===== config.mk =====
export PLATFORM = sky130hd
export DESIGN_NAME = imra_top
export DESIGN_NICKNAME = d
export VERILOG_FILES = /design/src/rtl/imra_pkg.sv /design/src/rtl/imra_top.sv
export SDC_FILE = /design/constraint.sdc
export NUM_CORES = 1
export LEC_CHECK = 0
export BUFFER_PORTS_ARGS = -buffer_cell sky130_fd_sc_hd__buf_4
export CAP_MARGIN = 5
export CELL_PAD_IN_SITES_DETAIL_PLACEMENT = 0
export CELL_PAD_IN_SITES_GLOBAL_PLACEMENT = 2
export CORE_MARGIN = 2
export CORE_UTILIZATION = 45
export DETAILED_ROUTE_END_ITERATION = 8
export PLACE_DENSITY_LB_ADDON = 0.1
export SETUP_SLACK_MARGIN = 0.05
export SYNTH_ARGS = -nofsm -noshare
export SYNTH_HDL_FRONTEND = slang
export SYNTH_SLANG_ARGS = --single-unit
export TNS_END_PERCENT = 20

===== constraint.sdc =====
create_clock -name ref_clk -period 11.79 [get_ports ref_clk]
set_input_delay 2.358 -clock ref_clk [delete_from_list [all_inputs] [get_ports ref_clk]]
set_output_delay 2.358 -clock ref_clk [all_outputs]
set_load 0.02 [all_outputs]

===== src/rtl/imra_pkg.sv =====
/*
 * Constants for the indirect MMD register access block: management
 * addresses, control field layout, function codes and target registers.
 * Assumes a management front end that decodes frames into strobes.
 */
package imra_pkg;
    // ------------------------------------------------------------
    // management addresses, reset values, control fields and function codes
    // ------------------------------------------------------------
    localparam logic [4:0]  ADDR_INDIRECT_CTRL      = 5'h0D;
    localparam logic [4:0]  ADDR_INDIRECT_ADDR_DATA = 5'h0E;
    localparam logic [15:0] RST_INDIRECT_CTRL       = 16'h0000;
    localparam logic [15:0] RST_ADDR_DATA           = 16'h0000;
    localparam logic [15:0] RST_TARGET              = 16'h0000;
    localparam int          FUNC_HI                 = 15;
    localparam int          FUNC_LO                 = 14;
    localparam int          DEV_HI                  = 4;
    localparam int          DEV_LO                  = 0;
    localparam logic [1:0]  FUNC_ADDRESS            = 2'h0;
    localparam logic [1:0]  FUNC_DATA               = 2'h1;
    localparam logic [1:0]  FUNC_DATA_INC_RW        = 2'h2;
    localparam logic [1:0]  FUNC_DATA_INC_WR        = 2'h3;
    // ------------------------------------------------------------
    // target map
    // ------------------------------------------------------------
    localparam logic [4:0]  MMD_LINE_MEDIA          = 5'h01;
    localparam logic [4:0]  MMD_CODING              = 5'h03;
    localparam logic [15:0] REG_LINE_MEDIA_CONTROL_ONE   = 16'h0000;
    localparam logic [15:0] REG_CODING_CONTROL_ONE       = 16'h0000;
    localparam logic [15:0] REG_TRANSMIT_DISABLE         = 16'h0009;
    localparam logic [15:0] REG_LINE_TEST_MODE_CONTROL   = 16'h08F8;
    localparam logic [15:0] REG_LINE_LINK_STATUS         = 16'h8302;
    localparam logic [15:0] REG_RECEIVE_ERROR_METRIC     = 16'h830B;
endpackage


===== src/rtl/imra_top.sv =====
/*
 * Indirect access path from the management register space into the MMD
 * register space. Holds the indirect control register, the address/data
 * port, a per-MMD held address and the writable target registers.
 * Assumes the management front end gives one-cycle read/write strobes
 * synchronous to ref_clk; read data is registered one cycle later.
 */
`timescale 1ns/1ns
`default_nettype none
module imra_top (
    input  wire logic       ref_clk,           // 20 MHz clock
    input  wire logic       nrst,              // synchronous reset, active low
    input  wire logic       mgmt_wr,           // one-cycle write strobe
    input  wire logic       mgmt_rd,           // one-cycle read strobe
    input  wire logic [4:0] mgmt_addr,         // management register address
    input  wire logic [15:0] mgmt_wdata,       // write data
    output logic [15:0]     mgmt_rdata,        // read data, valid with rvalid
    output logic            mgmt_rvalid,       // read answer pulse
    input  wire logic [15:0] line_link_status_in, // live link status
    input  wire logic [15:0] receive_error_metric_in, // live error metric
    output logic [15:0]     line_media_control_one,      // media control
    output logic [15:0]     coding_sublayer_control_one, // coding control
    output logic [15:0]     transmit_disable,            // transmit disable
    output logic [15:0]     line_test_mode_control       // test mode control
);
    import imra_pkg::*;

    logic [15:0] indirect_ctrl_q;
    logic [15:0] mmd_addr_q [32];
    logic [1:0]  indirect_function_select;
    logic [4:0]  target_device_select;
    logic        port_wr;
    logic        port_rd;
    logic        data_wr;
    logic        data_rd;
    logic        inc;
    logic [15:0] cur_addr;
    logic [15:0] target_rdata;

    assign indirect_function_select = indirect_ctrl_q[FUNC_HI:FUNC_LO];
    assign target_device_select     = indirect_ctrl_q[DEV_HI:DEV_LO];
    assign port_wr  = mgmt_wr && (mgmt_addr == ADDR_INDIRECT_ADDR_DATA);
    assign port_rd  = mgmt_rd && (mgmt_addr == ADDR_INDIRECT_ADDR_DATA);
    assign data_wr  = port_wr && (indirect_function_select != FUNC_ADDRESS);
    assign data_rd  = port_rd && (indirect_function_select != FUNC_ADDRESS);
    assign cur_addr = mmd_addr_q[target_device_select];

    // ------------------------------------------------------------
    // post increment decision
    // ------------------------------------------------------------
    // 01 never moves, 10 moves on both, 11 moves on writes only
    always_comb begin
        unique case (indirect_function_select)
            FUNC_ADDRESS:     inc = 1'b0;
            FUNC_DATA:        inc = 1'b0;
            FUNC_DATA_INC_RW: inc = data_wr || data_rd;
            FUNC_DATA_INC_WR: inc = data_wr;
        endcase
    end

    // ------------------------------------------------------------
    // indirect control register
    // ------------------------------------------------------------
    // reserved bits are never stored, so they read back as zero
    always_ff @(posedge ref_clk) begin
        if (!nrst) begin
            indirect_ctrl_q <= RST_INDIRECT_CTRL;
        end else if (mgmt_wr && mgmt_addr == ADDR_INDIRECT_CTRL) begin
            indirect_ctrl_q <= {mgmt_wdata[FUNC_HI:FUNC_LO], 9'h000, mgmt_wdata[DEV_HI:DEV_LO]};
        end
    end

    // ------------------------------------------------------------
    // held address per MMD
    // ------------------------------------------------------------
    // one address per device so switching MMDs keeps each position
    // the port reads back the held address in address function, so this is its reset value
    always_ff @(posedge ref_clk) begin
        if (!nrst) begin
            for (int i = 0; i < 32; i++) begin
                mmd_addr_q[i] <= RST_ADDR_DATA;
            end
        end else if (port_wr && indirect_function_select == FUNC_ADDRESS) begin
            mmd_addr_q[target_device_select] <= mgmt_wdata;
        end else if (inc) begin
            mmd_addr_q[target_device_select] <= cur_addr + 16'h0001;
        end
    end

    // ------------------------------------------------------------
    // target registers
    // ------------------------------------------------------------
    // writes land at the address held before any increment
    always_ff @(posedge ref_clk) begin
        if (!nrst) begin
            line_media_control_one      <= RST_TARGET;
            coding_sublayer_control_one <= RST_TARGET;
            transmit_disable            <= RST_TARGET;
            line_test_mode_control      <= RST_TARGET;
        end else if (data_wr) begin
            if (target_device_select == MMD_LINE_MEDIA) begin
                if (cur_addr == REG_LINE_MEDIA_CONTROL_ONE) line_media_control_one <= mgmt_wdata;
                if (cur_addr == REG_TRANSMIT_DISABLE) transmit_disable <= mgmt_wdata;
                if (cur_addr == REG_LINE_TEST_MODE_CONTROL) line_test_mode_control <= mgmt_wdata;
            end
            if (target_device_select == MMD_CODING && cur_addr == REG_CODING_CONTROL_ONE) begin
                coding_sublayer_control_one <= mgmt_wdata;
            end
        end
    end

    // ------------------------------------------------------------
    // target read mux
    // ------------------------------------------------------------
    // unmapped target registers read as zero; status ones are read-only
    always_comb begin
        target_rdata = 16'h0000;
        if (target_device_select == MMD_LINE_MEDIA) begin
            unique case (cur_addr)
                REG_LINE_MEDIA_CONTROL_ONE: target_rdata = line_media_control_one;
                REG_TRANSMIT_DISABLE:       target_rdata = transmit_disable;
                REG_LINE_TEST_MODE_CONTROL: target_rdata = line_test_mode_control;
                REG_LINE_LINK_STATUS:       target_rdata = line_link_status_in;
                REG_RECEIVE_ERROR_METRIC:   target_rdata = receive_error_metric_in;
                default:                    target_rdata = 16'h0000;
            endcase
        end else if (target_device_select == MMD_CODING && cur_addr == REG_CODING_CONTROL_ONE) begin
            target_rdata = coding_sublayer_control_one;
        end
    end

    // ------------------------------------------------------------
    // management read answer
    // ------------------------------------------------------------
    // registered so the outputs come from flip-flops; port in address
    // function returns the held address of the selected MMD
    always_ff @(posedge ref_clk) begin
        if (!nrst) begin
            mgmt_rdata  <= 16'h0000;
            mgmt_rvalid <= 1'b0;
        end else begin
            mgmt_rvalid <= mgmt_rd;
            if (mgmt_rd && mgmt_addr == ADDR_INDIRECT_CTRL) begin
                mgmt_rdata <= indirect_ctrl_q;
            end else if (port_rd) begin
                mgmt_rdata <= data_rd ? target_rdata : cur_addr;
            end else if (mgmt_rd) begin
                mgmt_rdata <= 16'h0000;
            end
        end
    end

    // ------------------------------------------------------------
    // assertions
    // ------------------------------------------------------------
    a_reserved_zero: assert property (@(posedge ref_clk) disable iff (!nrst)
        indirect_ctrl_q[13:5] == 9'h000) else $error("reserved control bits not zero");
    a_ctrl_reset: assert property (@(posedge ref_clk)
        !nrst |=> indirect_ctrl_q == 16'h0000) else $error("control reset wrong");
    a_func01_hold: assert property (@(posedge ref_clk) disable iff (!nrst)
        (indirect_function_select == FUNC_DATA && (port_rd || port_wr)) |=> $stable(cur_addr))
        else $error("address moved in data mode");
    a_func10_inc: assert property (@(posedge ref_clk) disable iff (!nrst)
        (indirect_function_select == FUNC_DATA_INC_RW && port_rd && !mgmt_wr)
        |=> cur_addr == $past(cur_addr) + 16'h0001) else $error("no increment on read");
    a_func11_rd: assert property (@(posedge ref_clk) disable iff (!nrst)
        (indirect_function_select == FUNC_DATA_INC_WR && port_rd && !mgmt_wr) |=> $stable(cur_addr))
        else $error("read moved address in write-increment mode");
    a_func11_wr: assert property (@(posedge ref_clk) disable iff (!nrst)
        (indirect_function_select == FUNC_DATA_INC_WR && port_wr)
        |=> cur_addr == $past(cur_addr) + 16'h0001) else $error("no increment on write");
    a_addr_load: assert property (@(posedge ref_clk) disable iff (!nrst)
        (indirect_function_select == FUNC_ADDRESS && port_wr && !(mgmt_addr == ADDR_INDIRECT_CTRL))
        |=> cur_addr == $past(mgmt_wdata)) else $error("address not loaded");
    a_txdis_write: assert property (@(posedge ref_clk) disable iff (!nrst)
        (data_wr && target_device_select == MMD_LINE_MEDIA && cur_addr == REG_TRANSMIT_DISABLE)
        |=> transmit_disable == $past(mgmt_wdata)) else $error("transmit disable not written");
    a_rd_answer: assert property (@(posedge ref_clk) disable iff (!nrst)
        mgmt_rd |=> mgmt_rvalid) else $error("read not answered");

    // ------------------------------------------------------------
    // target register checks
    // ------------------------------------------------------------
    // each writable target follows a data write at its own address only
    a_media_write: assert property (@(posedge ref_clk) disable iff (!nrst)
        (data_wr && target_device_select == MMD_LINE_MEDIA && cur_addr == REG_LINE_MEDIA_CONTROL_ONE)
        |=> line_media_control_one == $past(mgmt_wdata)) else $error("media control not written");
    a_coding_write: assert property (@(posedge ref_clk) disable iff (!nrst)
        (data_wr && target_device_select == MMD_CODING && cur_addr == REG_CODING_CONTROL_ONE)
        |=> coding_sublayer_control_one == $past(mgmt_wdata)) else $error("coding control not written");
    a_test_mode_write: assert property (@(posedge ref_clk) disable iff (!nrst)
        (data_wr && target_device_select == MMD_LINE_MEDIA && cur_addr == REG_LINE_TEST_MODE_CONTROL)
        |=> line_test_mode_control == $past(mgmt_wdata)) else $error("test mode control not written");
    a_other_mmd_still: assert property (@(posedge ref_clk) disable iff (!nrst)
        (data_wr && target_device_select != MMD_LINE_MEDIA) |=> $stable(line_media_control_one))
        else $error("write to another device reached media control");
    a_addr_fn_no_write: assert property (@(posedge ref_clk) disable iff (!nrst)
        (port_wr && indirect_function_select == FUNC_ADDRESS) |=> $stable(transmit_disable))
        else $error("address load wrote a target register");
    a_func10_wr: assert property (@(posedge ref_clk) disable iff (!nrst)
        (indirect_function_select == FUNC_DATA_INC_RW && port_wr)
        |=> cur_addr == $past(cur_addr) + 16'h0001) else $error("no increment on write in both-increment mode");
    // read path: the answer comes one cycle after the strobe
    a_ctrl_read: assert property (@(posedge ref_clk) disable iff (!nrst)
        (mgmt_rd && mgmt_addr == ADDR_INDIRECT_CTRL) |=> mgmt_rdata == $past(indirect_ctrl_q))
        else $error("control read wrong");
    a_ctrl_load: assert property (@(posedge ref_clk) disable iff (!nrst)
        (mgmt_wr && mgmt_addr == ADDR_INDIRECT_CTRL)
        |=> target_device_select == $past(mgmt_wdata[DEV_HI:DEV_LO])) else $error("device field not loaded");
    a_port_addr_read: assert property (@(posedge ref_clk) disable iff (!nrst)
        (port_rd && indirect_function_select == FUNC_ADDRESS) |=> mgmt_rdata == $past(cur_addr))
        else $error("address read wrong");
    a_link_read: assert property (@(posedge ref_clk) disable iff (!nrst)
        (data_rd && target_device_select == MMD_LINE_MEDIA && cur_addr == REG_LINE_LINK_STATUS)
        |=> mgmt_rdata == $past(line_link_status_in)) else $error("link status read wrong");
    a_metric_read: assert property (@(posedge ref_clk) disable iff (!nrst)
        (data_rd && target_device_select == MMD_LINE_MEDIA && cur_addr == REG_RECEIVE_ERROR_METRIC)
        |=> mgmt_rdata == $past(receive_error_metric_in)) else $error("error metric read wrong");
    c_addr_load: cover property (@(posedge ref_clk) indirect_function_select == FUNC_ADDRESS && port_wr);
    c_inc_rw: cover property (@(posedge ref_clk) indirect_function_select == FUNC_DATA_INC_RW && data_rd);
    c_inc_wr: cover property (@(posedge ref_clk) indirect_function_select == FUNC_DATA_INC_WR && data_wr);
    c_coding_write: cover property (@(posedge ref_clk) data_wr && target_device_select == MMD_CODING);
    c_status_read: cover property (@(posedge ref_clk) data_rd && cur_addr == REG_LINE_LINK_STATUS);
endmodule
`default_nettype wire


==> impl_metrics.py <==
metrics = {
    "status": {
        "outcome": "finished clean",
    },
    "die": {
        "dieArea_um2": 63800,
        "io_pins": 138,
        "die_w_um": 253,
        "die_h_um": 253,
        "start_util_pct": 45.3,
        "core_area_um2": 61400,
        "rows": 91,
    },
    "logic_synthesis": {
        "synth_top_family_by_area": "simple AND/OR/NAND/NOR gates",
        "async_reset_ff_share_pct": 0,
        "synth_cell_types": 60,
        "synthMuxAreaShare_pct": 11.4,
        "synth_edf_count": 512,
        "synth-simple-area-share_pct": 15.2,
        "netlist_instances": 2413,
        "synth_nets": 2474,
        "synth-seq-cells": 605,
        "synth_xor_area_share_pct": 0.441,
        "synth_area_um2": 27800,
        "synth_fa_ha_area_share_pct": 0.180,
        "ys_seq_area_share_pct": 62.0,
        "syn_avg_cell_area_um2": 11.5,
        "synth_compound_area_share_pct": 6.77,
        "yosys_warnings": 0,
        "ys.flop_type": "edfxtp_1",
    },
    "layout": {
        "final_util_pct": 51.6,
        "drive_gt1_share_pct": 13.4,
        "regArea_um2": 17200,
        "syn_to_final_growth_pct": 13.8,
        "n_antenna_cell": 0,
        "instances_no_fill": 3313,
        "final.fill_count": 5423,
        "multi_input_area_um2": 9650,
        "nNetsFinal": 2534,
    },
    "clocking": {
        "postCtsSetupBuffers": 0,
        "ctsHoldBuffers": 0,
        "cts_tree": "yes",
        "cts.clk_slew.worst_paths_ns": 0.06,
        "ctsResizeCount": 0,
        "htreeDepth": 3,
        "clock_path_buffers": 3,
        "cts_made_buffers": 67,
        "clock-sinks": 605,
        "root_buffer": "clkbuf_16",
        "worstSkewPairLatency_ns": 0.61,
    },
    "global_route": {
        "grt_max_degree": 72,
        "grt_pass1_vias": 18540,
        "grt_usage_pct": 27.1,
        "grt_pass1_wl_um": 126000,
        "grt_antenna_before_repair": 0,
        "overflow": 0,
    },
    "timing": {
        "setup_ws_ns": 5.33,
        "fin_crit_ns": 6.46,
        "hold_viol_final": 0,
        "slew_headroom_pct": 10.6,
        "drv_slew": 0,
        "grt_setup_unrepaired": "no",
        "post-route-period-util_pct": 54.8,
        "setup_viol": 0,
        "worst_slew_pin_slew_ns": 1.34,
        "finClkSkew_ns": 0.0281,
        "fin_setup_tns_ns": 0,
        "max_freq_mhz": 155,
    },
    "power_and_ir_drop": {
        "netSwitchingFraction_pct": 22.2,
        "p_leak_uw": 0.0108,
        "pwr-share-clk_pct": 44.1,
        "irDropWorstVdd_uv": 98.3,
        "power_switching_uw": 1040,
        "finalPower_uw": 4670,
        "internal_power_uw": 3630,
        "seqPwrFrac_pct": 51.3,
        "p_comb_share_pct": 4.7,
        "p_per_area_nw_per_um2": 147,
    },
    "placement": {
        "dp.cells": 3193,
        "dp_hpwl_um": 56400,
        "dp_slack_ns": 4.82,
        "gp_congestion": 0.823,
        "portBuffers": 137,
    },
    "worst_setup_path": {
        "crit_required_ns": 12.10,
        "worstSetupPathType": "reg -> reg",
        "path_max_fanout": 49,
        "start_kind": "flop",
        "critPathArrivalTime_ns": 6.77,
        "endpoint_kind": "flop",
    },
    "routing": {
        "drt-vias-per-instance": 5.77,
        "firstDrtPassIters": 8,
        "drt_iter0_drc": 1847,
        "routed-via-count": 19108,
        "ant_nets": 0,
        "drt_wl_total_um": 86600,
        "drcViolationCount": 0,
        "wl_per_cell_um": 26.1,
    },
    "min_path": {
        "hp-class": "reg -> reg",
    },
    "flow_run": {
        "cap_violations": 0,
    },
}
registers in the layout, summed over array words and instances, names as in the netlist, named ones only:
signal	cells
mgmt_rdata	16
line_media_control_one	16
transmit_disable	16
mmd_addr_q	512
mgmt_rvalid	1
line_test_mode_control	16
coding_sublayer_control_one	16
indirect_ctrl_q	7
kinds of logic after synthesis:
family / Yosys count
muxes: 291
xor gates and xnor gates: 14
and+or+nand+nor: 979
AOI/OAI and AO/OA: 278
buffers and inverters: 242
adders and majority gates: 4
DFF: 605
final cells by class:
class | count | share of cell area (%)
multi-input cells | 1566 | 30.5
flip-flops and latches | 605 | 54.4
repair buffers | 187 | 4.64
well taps | 790 | 3.12
inverters | 46 | 0.545
clock inverters | 31 | 0.921
clock buffers | 88 | 5.84
per-stage QoR:
stage          hold WS (ns)  cell area, µm²
3_3_place_gp          0.458           29400
4_1_cts               0.470           31700
3_5_place_dp          0.463           29500
5_1_grt               0.493           31700
6_report              0.471           31700
2_1_floorplan         0.522           27800
power by group through the flow:
stage / clock network [µW] / registers (µW) / logic, µW
after floorplan: 0 / 2430 / 117
after global placement: 0 / 2440 / 211
after detailed placement: 0 / 2440 / 217
after CTS: 2080 / 2390 / 218
after global routing: 2170 / 2400 / 230
final: 2060 / 2390 / 218
per-layer routing:
metal | up-vias | wire, µm | track usage [%]
li1 | 8698 | - | -
met1 | 9690 | 37500 | 38.4
met2 | 623 | 42000 | 44.0
met3 | 97 | 5210 | 3.59
met4 | 0 | 1880 | 7.40
met5 | - | 0 | 0
synth_stat cells, types with 11 or more instances:
| library cell | instances | area [µm²] |
|---|---|---|
| nor2_1 | 547 | 2050 |
| edfxtp_1 | 512 | 15400 |
| mux2i_1 | 270 | 2700 |
| nand2_1 | 240 | 901 |
| clkbuf_1 | 110 | 413 |
| dfxtp_1 | 93 | 1860 |
| a22oi_1 | 91 | 683 |
| a21oi_1 | 55 | 275 |
| buf_2 | 55 | 275 |
| nor2b_1 | 50 | 313 |
| inv_1 | 46 | 173 |
| nand3_1 | 42 | 210 |
| o21ai_0 | 33 | 165 |
| nor4_1 | 28 | 175 |
| a21boi_0 | 26 | 195 |
| mux4_2 | 20 | 450 |
| buf_4 | 18 | 135 |
| a2111oi_0 | 13 | 114 |
| a2bb2oi_1 | 11 | 96.3 |
| nor3_1 | 11 | 55.1 |
placed cells by master, fill, tap and decap left out, drive strengths merged, types with 10 or more instances in the layout:
cell type    n
a2111oi     14
a21boi      32
a21oi       55
a22oi       91
a2bb2oi     11
buf        187
clkbuf      88
clkinv      23
dfxtp       93
edfxtp     512
inv         48
mux2i      270
mux4        20
nand2      240
nand3       43
nor2       548
nor2b       50
nor3        12
nor4        32
o21ai       41
xnor2       10
final timing paths:
check	startpoint	to	slack, ns	cells after the start
min reg2reg	coding_sublayer_control_one[13]	coding_sublayer_control_one[13]	0.47	2
min	coding_sublayer_control_one[13]	coding_sublayer_control_one[13]	0.47	2
max reg2reg	flop	mmd_addr_q[15][8]	5.33	13
max	flop	mmd_addr_q[15][8]	5.33	13
critical path: stages, from the launching register on:
cell and delay [ns]:
dfxtp_4 0.92, buf_4 0.72, mux4_2 0.46, mux4_2 0.47
mux2i_1 0.49, inv_1 0.21, ha_1 0.27, and2_1 0.43
o21ai_1 0.49, nor2_1 0.13, xnor2_1 0.18, mux2i_4 0.71
buf_4 0.44, nor2_1 0.06
Power figures use the tool's default switching activity.
